<file path="config.mk">
export PLATFORM = sky130hd
export DESIGN_NAME = host_bus_interface
export DESIGN_NICKNAME = d
export VERILOG_FILES = /design/src/logic/host_bus_pkg.sv /design/src/logic/pin_drive_if.sv /design/src/logic/host_bus_interface.sv /design/src/logic/pin_output_stage.sv
export VERILOG_INCLUDE_DIRS = /design/src /design/src/logic
export SDC_FILE = /design/constraint.sdc
export NUM_CORES = 1
export LEC_CHECK = 0
export BUFFER_PORTS_ARGS = -buffer_cell sky130_fd_sc_hd__buf_2
export CAP_MARGIN = 20
export CORE_MARGIN = 1.5
export CORE_UTILIZATION = 45
export DETAILED_ROUTE_END_ITERATION = 12
export GPL_TIMING_DRIVEN = 1
export HOLD_SLACK_MARGIN = 0.15
export PLACE_DENSITY = 0.74
export SLEW_MARGIN = 20
export SYNTH_ARGS = -nofsm -noshare
export SYNTH_HDL_FRONTEND = slang
export SYNTH_HIERARCHICAL = 1
export SYNTH_SLANG_ARGS = --single-unit
</file>
<file path="constraint.sdc">
create_clock -name clock_i -period 1.9 [get_ports clock_i]
set_input_delay 0.285 -clock clock_i [delete_from_list [all_inputs] [get_ports clock_i]]
set_output_delay 0.285 -clock clock_i [all_outputs]
set_load 0.02 [all_outputs]
</file>
<file path="src/logic/host_bus_cfg.svh">
// Function
// - Two static style pins pick split-strobe, split-direction or multiplexed bus; one code reserved.
// - Multiplexed mode shares eight pins for address in, then data either way.
// - Address latch strobe high captures the multiplexed address, held for the cycle.
// - Transfers happen only while the active-low chip select is low.
// - Strobe styles: read strobe low reads, write strobe low writes.
// - Direction style: read-not-write high reads, low writes.
// - Direction style: active-low data strobe on the write pin qualifies transfers.
// - Strobe styles: ready low while unable to complete, high when complete.
// - Direction style: transfer acknowledge low once read data valid or write accepted.
// - Ready or acknowledge pin floats whenever not actively driven.
// - Strobe styles: interrupt pin high on an alarm whose mask bit is 0.
// - Direction style: open-drain interrupt pin driven low on an unmasked alarm.
// - Split styles take address on dedicated inputs, data on separate bidirectional bus.
// - Device reset input low returns all state to defaults.
// - Output float input low releases every output and bidirectional pin.
`ifndef HOST_BUS_CFG_SVH
`define HOST_BUS_CFG_SVH

// Bus style selection codes, read as {sel_1, sel_0}.
`define STYLE_CODE_SPLIT_DIR   2'h0
`define STYLE_CODE_RESERVED    2'h1
`define STYLE_CODE_SPLIT_STB   2'h2
`define STYLE_CODE_MUXED       2'h3

// Clock and timing figures.
`define CLK_PERIOD_NS          5
`define REFCLK_TIMEOUT_NS      500
`define REFCLK_TIMEOUT_CYC     (`REFCLK_TIMEOUT_NS / `CLK_PERIOD_NS)
`define RESET_MIN_NS           150
`define RESET_MIN_CYC          ((`RESET_MIN_NS + `CLK_PERIOD_NS - 1) / `CLK_PERIOD_NS)

// Reset values.
`define ADDR_RESET             8'h00
`define DATA_RESET             8'h00
`define IDLE_CNT_RESET         8'h00

`endif

</file>
<file path="src/logic/host_bus_pkg.sv">
package host_bus_pkg;

    // Decoded bus style.
    typedef enum logic [1:0] {
        STYLE_SPLIT_DIR,
        STYLE_RESERVED,
        STYLE_SPLIT_STB,
        STYLE_MUXED
    } bus_style_t;

    // Access sequencer states.
    typedef enum logic [1:0] {
        ST_IDLE,
        ST_WAIT,
        ST_DONE
    } acc_state_t;

    // Complete state of the bus interface.
    typedef struct packed {
        acc_state_t  state;
        logic [7:0]  latched_addr;
        logic [7:0]  addr;
        logic [7:0]  wdata;
        logic [7:0]  rdata;
        logic        is_read;
        logic        rd_pulse;
        logic        wr_pulse;
        logic        refclk_q;
        logic [7:0]  idle_cnt;
        logic        alive;
    } hbi_state_t;

endpackage : host_bus_pkg

</file>
<file path="src/logic/pin_drive_if.sv">
`timescale 1ns/100ps
interface pin_drive_if;
    import host_bus_pkg::*;

    host_bus_pkg::bus_style_t style;
    logic                     float_n;
    logic                     access_active;
    logic                     access_done;
    logic                     drive_data;
    logic                     irq_req;
    logic                     ready_lvl;
    logic                     ready_oe;
    logic                     irq_lvl;
    logic                     irq_oe;
    logic                     data_oe;

    // The sequencer states what it wants; the stage decides pin levels.
    modport ctrl  (output style, float_n, access_active, access_done, drive_data, irq_req,
                   input  ready_lvl, ready_oe, irq_lvl, irq_oe, data_oe);
    modport stage (input  style, float_n, access_active, access_done, drive_data, irq_req,
                   output ready_lvl, ready_oe, irq_lvl, irq_oe, data_oe);
endinterface : pin_drive_if

</file>
<file path="src/logic/host_bus_interface.sv">
`timescale 1ns/100ps
`include "host_bus_cfg.svh"
module host_bus_interface (
    // Clock, reset and enable.
    input  wire logic        clock_i,
    input  wire logic        reset_i,
    input  wire logic        clk_en_i,
    input  wire logic        device_reset_n_i,
    // Static configuration and board control.
    input  wire logic        bus_style_sel_0_i,
    input  wire logic        bus_style_sel_1_i,
    input  wire logic        output_float_n_i,
    input  wire logic        alarm_fill_refclk_i,
    // Host bus strobes.
    input  wire logic        chip_select_n_i,
    input  wire logic        rd_or_rnw_i,
    input  wire logic        write_or_data_strobe_i,
    input  wire logic        addr_latch_i,
    input  wire logic [7:0]  addr_i,
    // Shared data or address/data pins.
    input  wire logic [7:0]  ad_i,
    output logic      [7:0]  ad_o,
    output logic      [7:0]  ad_oe_o,
    // Ready or transfer acknowledge pin.
    output logic             ready_o,
    output logic             ready_oe_o,
    // Open-drain interrupt pin.
    output logic             irq_o,
    output logic             irq_oe_o,
    // Internal register access side.
    output logic      [7:0]  reg_addr_o,
    output logic      [7:0]  reg_wdata_o,
    output logic             reg_rd_o,
    output logic             reg_wr_o,
    input  wire logic [7:0]  reg_rdata_i,
    input  wire logic        reg_ack_i,
    // Alarm sources and their mask bits.
    input  wire logic [7:0]  alarm_i,
    input  wire logic [7:0]  alarm_mask_i
);
    import host_bus_pkg::*;

    // Last count before the reference clock is declared dead.
    localparam logic [7:0] TIMEOUT_LAST = 8'(`REFCLK_TIMEOUT_CYC - 1);

    // Map the two selection pins onto a style.
    // The reserved code decodes to a style of its own so nothing downstream reacts to it.
    function automatic bus_style_t decode_style(input logic [1:0] code);
        bus_style_t s;
        unique case (code)
            `STYLE_CODE_SPLIT_DIR: s = STYLE_SPLIT_DIR;
            `STYLE_CODE_RESERVED:  s = STYLE_RESERVED;
            `STYLE_CODE_SPLIT_STB: s = STYLE_SPLIT_STB;
            `STYLE_CODE_MUXED:     s = STYLE_MUXED;
        endcase
        return s;
    endfunction : decode_style

    // Registered state, its next value and the local decode of the pins.
    hbi_state_t  s_ff;
    hbi_state_t  nxt_s;
    bus_style_t  style;
    logic        rst;
    logic        dir_style;
    logic        stb_style;
    logic        rd_req;
    logic        wr_req;
    logic        strobe_on;
    logic        cycle_go;

    // The pin stage turns requests into levels and enables. Keeping it apart
    // puts all float and polarity handling in one place, so the sequencer
    // never needs to know which bus style owns which pin level.
    pin_drive_if pd ();

    pin_output_stage u_stage (
        .pd (pd.stage)
    );

    // Either reset source clears everything; the board keeps the pin low long enough.
    assign rst = reset_i | ~device_reset_n_i;

    // The selection pins are static; changing them during an access is not supported.
    assign style     = decode_style({bus_style_sel_1_i, bus_style_sel_0_i});
    assign dir_style = (style == STYLE_SPLIT_DIR);
    assign stb_style = (style == STYLE_SPLIT_STB) || (style == STYLE_MUXED);

    // Direction style: data strobe on the write pin, direction on the read pin.
    // Strobe styles: separate active-low read and write strobes.
    assign rd_req = dir_style ? (~write_or_data_strobe_i & rd_or_rnw_i)
                              : (stb_style & ~rd_or_rnw_i);
    assign wr_req = dir_style ? (~write_or_data_strobe_i & ~rd_or_rnw_i)
                              : (stb_style & ~write_or_data_strobe_i);
    assign strobe_on = ~chip_select_n_i & (rd_req | wr_req);
    // A dead reference clock holds the host in wait states rather than faking a transfer.
    assign cycle_go  = strobe_on & s_ff.alive;

    // Next-state logic for the whole interface.
    // An access walks through three states. In idle the sequencer watches for a
    // selected strobe and, once the reference clock is known to run, takes the
    // address and write data from the pins and fires a one-cycle pulse towards
    // the register file. In wait it holds the host off until the register file
    // answers, capturing read data on that answer. In done it shows completion
    // on the ready or acknowledge pin and stays there until the host lets go of
    // its strobe or select, so a long strobe can never start a second access.
    // A strobe that ends early is not an abort: the register pulse has already
    // gone out, so the sequencer still waits for the answer before idling.
    // The register side has no timeout of its own; a register file that never
    // answers leaves the host in wait states, which keeps a failure visible.
    always_comb begin
        nxt_s          = s_ff;
        nxt_s.rd_pulse = 1'b0;
        nxt_s.wr_pulse = 1'b0;

        // Reference clock activity watch; inputs are synchronous so no synchroniser.
        // The watch counts cycles without a level change on the reference clock.
        // After the limit the interface stops starting accesses, since transfers
        // depend on that clock elsewhere in the device. The counter saturates, so
        // a long stop costs nothing more than a short one.
        nxt_s.refclk_q = alarm_fill_refclk_i;
        if (alarm_fill_refclk_i != s_ff.refclk_q) begin
            nxt_s.idle_cnt = `IDLE_CNT_RESET;
            nxt_s.alive    = 1'b1;
        end else if (s_ff.idle_cnt == TIMEOUT_LAST) begin
            nxt_s.alive    = 1'b0;
        end else begin
            nxt_s.idle_cnt = s_ff.idle_cnt + 8'h01;
        end

        // The multiplexed address is caught while the latch strobe is high.
        // The latch follows the pins while the strobe stays high and freezes when it
        // falls; once an access is under way it stays frozen as well.
        if ((style == STYLE_MUXED) && addr_latch_i && (s_ff.state == ST_IDLE)) begin
            nxt_s.latched_addr = ad_i;
        end

        unique case (s_ff.state)
            ST_IDLE: begin
                if (cycle_go) begin
                    // Split styles use the dedicated address inputs.
                    nxt_s.addr     = (style == STYLE_MUXED) ? s_ff.latched_addr : addr_i;
                    nxt_s.wdata    = ad_i;
                    nxt_s.is_read  = rd_req;
                    nxt_s.rd_pulse = rd_req;
                    nxt_s.wr_pulse = ~rd_req;
                    nxt_s.state    = ST_WAIT;
                end
            end
            ST_WAIT: begin
                // Wait for the register file; the host is held off meanwhile.
                // Write data was captured at take, so only reads need the answer's data.
                if (reg_ack_i) begin
                    if (s_ff.is_read) begin
                        nxt_s.rdata = reg_rdata_i;
                    end
                    nxt_s.state = ST_DONE;
                end
            end
            ST_DONE: begin
                // Hold completion until the host ends its strobe, so one access per cycle.
                if (!strobe_on) begin
                    nxt_s.state = ST_IDLE;
                end
            end
            default: begin
                // The fourth state code is never entered; recover to idle if it appears.
                nxt_s.state = ST_IDLE;
            end
        endcase
    end

    // State register, frozen while the clock enable is low.
    // Reset takes priority over the enable, so a frozen interface can still be cleared.
    always_ff @(posedge clock_i) begin
        if (rst) begin
            s_ff <= '{state:        ST_IDLE,
                      latched_addr: `ADDR_RESET,
                      addr:         `ADDR_RESET,
                      wdata:        `DATA_RESET,
                      rdata:        `DATA_RESET,
                      is_read:      1'b0,
                      rd_pulse:     1'b0,
                      wr_pulse:     1'b0,
                      refclk_q:     1'b0,
                      idle_cnt:     `IDLE_CNT_RESET,
                      alive:        1'b0};
        end else if (clk_en_i) begin
            s_ff <= nxt_s;
        end
    end

    // Requests to the pin stage.
    assign pd.style         = style;
    assign pd.float_n       = output_float_n_i;
    // Ready goes low in the very cycle the strobe arrives, before the access starts.
    assign pd.access_active = strobe_on | (s_ff.state != ST_IDLE);
    assign pd.access_done   = (s_ff.state == ST_DONE);
    assign pd.drive_data    = ~chip_select_n_i & rd_req;
    // An alarm counts only while its mask bit is 0.
    assign pd.irq_req       = |(alarm_i & ~alarm_mask_i);

    // Pin outputs.
    // Enables are combinational so the data pins float in the same cycle the host
    // lets go, which avoids fighting the host on its next bus cycle; the ready pin
    // floats once the sequencer is back in idle. Read data comes from the register,
    // so the pins never show a half-updated value.
    assign ad_o       = s_ff.rdata;
    assign ad_oe_o    = {8{pd.data_oe}};
    assign ready_o    = pd.ready_lvl;
    assign ready_oe_o = pd.ready_oe;
    assign irq_o      = pd.irq_lvl;
    assign irq_oe_o   = pd.irq_oe;

    // Register side outputs, all from flops.
    // The register file sees only registered strobes, never glitches from the
    // host pins, at the cost of one cycle of latency on every access.
    assign reg_addr_o  = s_ff.addr;
    assign reg_wdata_o = s_ff.wdata;
    assign reg_rd_o    = s_ff.rd_pulse;
    assign reg_wr_o    = s_ff.wr_pulse;
endmodule : host_bus_interface

</file>
<file path="src/logic/pin_output_stage.sv">
`timescale 1ns/100ps
module pin_output_stage (
    pin_drive_if.stage pd
);
    import host_bus_pkg::*;

    logic dir_style;
    logic stb_style;

    // Style classes; the reserved code falls in neither, so nothing drives there.
    assign dir_style = (pd.style == STYLE_SPLIT_DIR);
    assign stb_style = (pd.style == STYLE_SPLIT_STB) || (pd.style == STYLE_MUXED);

    // Ready is high on completion, acknowledge is low on completion.
    assign pd.ready_lvl = dir_style ? ~pd.access_done : pd.access_done;
    // Only driven during an access; the float input overrides everything.
    assign pd.ready_oe  = pd.float_n & pd.access_active & (dir_style | stb_style);

    // Open drain: a high is the pull-up, so only a low is ever driven.
    assign pd.irq_lvl = 1'b0;
    assign pd.irq_oe  = pd.float_n & (dir_style ? pd.irq_req
                                                : (stb_style & ~pd.irq_req));

    // Data pins follow the selected read only.
    assign pd.data_oe = pd.float_n & pd.drive_data;
endmodule : pin_output_stage

</file>
-- After elaboration in Yosys (flattened, before gate mapping)
Index checks and enable logic that the tools add are counted.
- register bits after elaboration: 47
- output and inout port bits: 38
- eq/ne operators: 13
- add/subtract/negate cells: 1
- muxes and demuxes: 15
- reductions and logical operators: 15
- bitwise operators: 25
- operators by type and width (cell ; number):
    2-to-1 mux 8 bit ; 2
    bitwise AND 1 bit ; 12
    equality test 2 bit, second input constant ; 5
    2-to-1 mux 2 bit ; 5
    2-to-1 mux 9 bit ; 1
    adder 8 x 1 -> 8 bit, second input constant ; 1
    bitwise AND 8 bit ; 1
    equality test 8 x 7 -> 1 bit, second input constant ; 1
    != test 2 bit, second input constant ; 4
    NOT 8 bit ; 1
    one-hot mux 2 bit (4 select lines) ; 1
    AND reduction 4 bit ; 2
    OR reduction 8 bit ; 1
    NOT 1 bit ; 7
    logical NOT 2 bit ; 3
    one-hot mux 2 bit (3 select lines) ; 1
    AND reduction 2 bit ; 3
    2-to-1 mux 1 bit ; 5
    equality test 2 x 1 -> 1 bit, second input constant ; 2
    bitwise OR 1 bit ; 4
    nonzero test 2 bit ; 2
    AND reduction 3 bit ; 1
    logical AND 1 bit ; 2
    logical OR 1 bit ; 1
    != test 1 bit ; 1

-- Depth between registers and ports, before layout
- depth in word-level cells: 11
- mapped depth: 6
- gate-level depth less buffers: 5

-- Cells and area by module
Netlist, hierarchy kept.
- by module, submodules not included (module ; area an instance (um2) ; times used ; seq. area each (um2) ; cells each):
    host_bus_interface ; 2313.5 ; 1 ; 940.9 ; 259
    pin_output_stage ; 61.3 ; 1 ; 0.0 ; 10

-- Worst setup path after synthesis
No wires, ideal clock.
- kind: in2out
- start: in alarm_i[3]
- end: out irq_oe_o
- buffers on the path: 0
- cell stages on the path: 5
- arrival time: 1317 ps
- setup slack: 298 ps
- cells stage by stage: inv_1 -> o22ai_1 -> or4_1 -> and3b_1 -> a31o_1
- longest elaborated chain between the ends: 6
- ends and longest elaborated chain (item ; RTL line ; text):
    start: declaration ; host_bus_interface.sv:38 ; input wire logic [7:0] alarm_i,
    bitwise AND 8 bit (*) ; host_bus_interface.sv:200 ; assign pd.irq_req = |(alarm_i & ~alarm_mask_i);
    OR reduction 8 bit (*) ; host_bus_interface.sv:200 ;
    via pd.irq_req ; pin_drive_if.sv:10 ; logic irq_req;
    NOT 1 bit ; pin_output_stage.sv:22 ; : (stb_style & ~pd.irq_req));
    bitwise AND 1 bit ; pin_output_stage.sv:22 ;
    2-to-1 mux 1 bit (*) ; pin_output_stage.sv:21 ; assign pd.irq_oe = pd.float_n & (dir_style ? pd.irq_req
    bitwise AND 1 bit (*) ; pin_output_stage.sv:21 ;
    end: declaration ; host_bus_interface.sv:29 ; output logic irq_oe_o,
Mark *: on every way through the listed nets, which the timed path passes. The rest lies on a longest branch.

-- Worst setup path in the final report
Ends and elaborated chain as after synthesis.

==> impl_metrics.json <==
{
  "fin_crit_ns": 1.81,
  "dp.cells": 387,
  "multi_input_area_um2": 1070,
  "vdd_drop_max_uv": 390,
  "drtAntennaViolNets": 0,
  "switchingPower_mw": 0.445,
  "swShare_pct": 21.7,
  "seqCellArea_um2": 941,
  "async_flop_share_pct": 0,
  "post-cts-setup-buffer-count": 0,
  "grt.overflow.total": 0,
  "slew_violations": 0,
  "worstPathRequired_ns": 1.62,
  "startpoint_type": "input port",
  "gp_congestion": 0.789,
  "die_width_um": 75.6,
  "grt_max_degree": 30,
  "fill_cells": 472,
  "synth_top_area_share_pct": 39.6,
  "drt-pass1-iter-count": 4,
  "io_buffers": 89,
  "initial_utilization_pct": 46.5,
  "wl_um": 5000,
  "worstPathMaxFanout": 2,
  "cts.sinks": 47,
  "synth_area_um2": 2370,
  "p_per_area_nw_per_um2": 740,
  "crit_chain": "buf_2 -> inv_1 -> o22ai_1 -> or4_4 -> and3b_1 -> a31o_1 -> buf_2",
  "fp.dieArea_um2": 5720,
  "ios": 91,
  "synth_ff_type": "dfxtp_1",
  "cp_slowest_cell": "or4_4",
  "cap_violations": 0,
  "n_antenna_cell": 0,
  "ys_seq_area_share_pct": 39.6,
  "pwr-share-seq_pct": 48.4,
  "cp_slowest_stage_delay_ns": 0.54,
  "p_leak_nw": 1.31,
  "viasPerCell": 4.99,
  "clockPowerShare_pct": 41.4,
  "yosys.cell_types.count": 46,
  "hpwl_um": 3610,
  "outcome": "complete, no violations",
  "finClkSkew_ns": 0.00671,
  "synthTopCellsByArea": "dfxtp_1 40%, buf_4 11%, mux2i_1 11%, a21oi_1 4.6%, nor2_1 4.4%",
  "finalNonFillerCells": 395,
  "timing.setup.tns_ns": 0,
  "min_path_type": "in2reg",
  "internal_power_mw": 1.61,
  "cts-root-buf": "clkbuf_8",
  "cts_buffers": 5,
  "synth_commonest_cells": "47 x dfxtp_1, 35 x buf_4, 28 x nor2_1",
  "yosysMostFrequentCell": "dfxtp_1",
  "die_y_um": 75.6,
  "yosysWarnings": 6,
  "cts.clk_slew.worst_paths_ns": 0.08,
  "rsz0062_at_grt": "no",
  "syn_area_per_cell_um2": 8.83,
  "hold_buffers": 0,
  "grt_pass1_vias": 1752,
  "drive_gt1_share_pct": 34.5,
  "post_drt_wl_per_cell_um": 12.7,
  "rows": 26,
  "postCtsResizedCells": 0,
  "synth_edf_count": 0,
  "cts_buffer_depth": 2,
  "h-tree-depth": 2,
  "path_class": "in2out",
  "cpMostUsedCell": "buf_2",
  "cp_data_arrival_time_ns": 1.53,
  "netlist_instances": 269,
  "drtIter0Drc": 64,
  "grt_util_all_layers_pct": 17.7,
  "antenna_found_initial": 0,
  "synth_nets": 323,
  "drc": 0,
  "clk_latency_ns": 0.30,
  "grt_pass1_wl_um": 7610,
  "syn2layout_area_growth_pct": 16.7,
  "coreArea_um2": 5110,
  "fmax_mhz": 552,
  "p_comb_share_pct": 10.2,
  "crit_path_end_kind": "primary output",
  "yosysTopAreaCell": "dfxtp_1",
  "finalCritPeriodShare_pct": 95.3,
  "hold_violations": 0,
  "nNetsFinal": 378,
  "ys_ff_latch": 47,
  "cts_tree": "done",
  "setup_violations": 0,
  "vias": 1970
}
power by group through the flow:
stage               Sequential (mW)  Combinational [mW]  Clock [mW]
floorplan                      1.02               0.125           0
global placement               1.02               0.204           0
detailed placement             1.02               0.207           0
CTS                           0.993               0.208       0.874
global route                  0.994               0.231       0.911
finish                        0.993               0.209       0.849
path summary, 6_finish.rpt:
path                                       end  depth (start not counted)  slack, ns           start
worst max-delay path                  irq_oe_o                          7       0.09      alarm_i[3]
worst min register to register  reg_wdata_o[0]                          2       0.49  reg_wdata_o[0]
worst min-delay path                   ad_o[7]                          3       0.22  reg_rdata_i[7]
worst max register to register   reg_addr_o[3]                          4       0.28        s_ff[46]
per-stage QoR:
stage	util, %	cell area (um2)	power [mW]	hold slack [ns]	setup slack (ns)
after floorplan	-	2370	1.14	0.429	0.298
after global placement	51.6	2640	1.22	0.462	0.110
after detailed placement	51.6	2640	1.22	0.471	0.0533
after CTS	54.2	2770	2.08	0.208	0.0501
after global routing	54.3	2770	2.14	0.218	0.0163
final	54.3	2770	2.05	0.219	0.0887
layout make-up:
type | instances | area share [%]
clock buffers | 6 | 2.62
flip-flops and latches | 47 | 34.0
inverters | 11 | 1.49
repair buffers | 94 | 17.9
well taps | 70 | 3.16
clock inverters | 2 | 2.17
multi-input cells | 165 | 38.7
sequential cells by signal, summed over array words and instances (netlist names):
signal,cells
s_ff,21
reg_rd_o,1
reg_addr_o,8
reg_wr_o,1
ad_o,8
reg_wdata_o,8
cell families (layout without fill, tap and decap cells):
| logic type | Yosys count | count (layout) | share of synthesized area, % |
|---|---|---|---|
| simple gates | 78 | 78 | 17.1 |
| xor+xnor | 8 | 8 | 2.95 |
| flops | 47 | 47 | 39.6 |
| fa+ha+maj | 1 | 1 | 0.527 |
| mux | 25 | 25 | 10.5 |
| other cells | 1 | 1 | 0.158 |
| buf+inv | 57 | 113 | 15.3 |
| compound gates | 52 | 52 | 13.8 |
layout by cell type, fill, tap and decap left out, types with 3 or more instances in the layout:
master / count
buf_2: 89
dfxtp_1: 47
nor2_1: 28
mux2i_1: 25
a21oi_1: 22
nand2_1: 13
inv_1: 11
o21ai_0: 9
a211oi_1: 8
nand3_1: 8
xor2_1: 5
clkbuf_8: 5
nand2b_1: 4
o22ai_1: 4
nand4_1: 4
buf_4: 4
xnor2_1: 3
worst max-delay path, delay by kind of cell:
kind | cells | cell delay (ns)
AOI/OAI and AO/OA | 2 | 0.17
and+or+nand+nor | 2 | 0.77
buffers and inverters | 3 | 0.29
routing by layer:
metal | vias to the layer above | global-route usage (%) | wire length, um
li1 | 1005 | - | -
met5 | - | 0 | 0
met4 | 0 | 7.14 | 84
met1 | 883 | 22.1 | 2310
met2 | 73 | 29.6 | 2290
met3 | 9 | 3.84 | 313
Power figures use the tool's default switching activity.
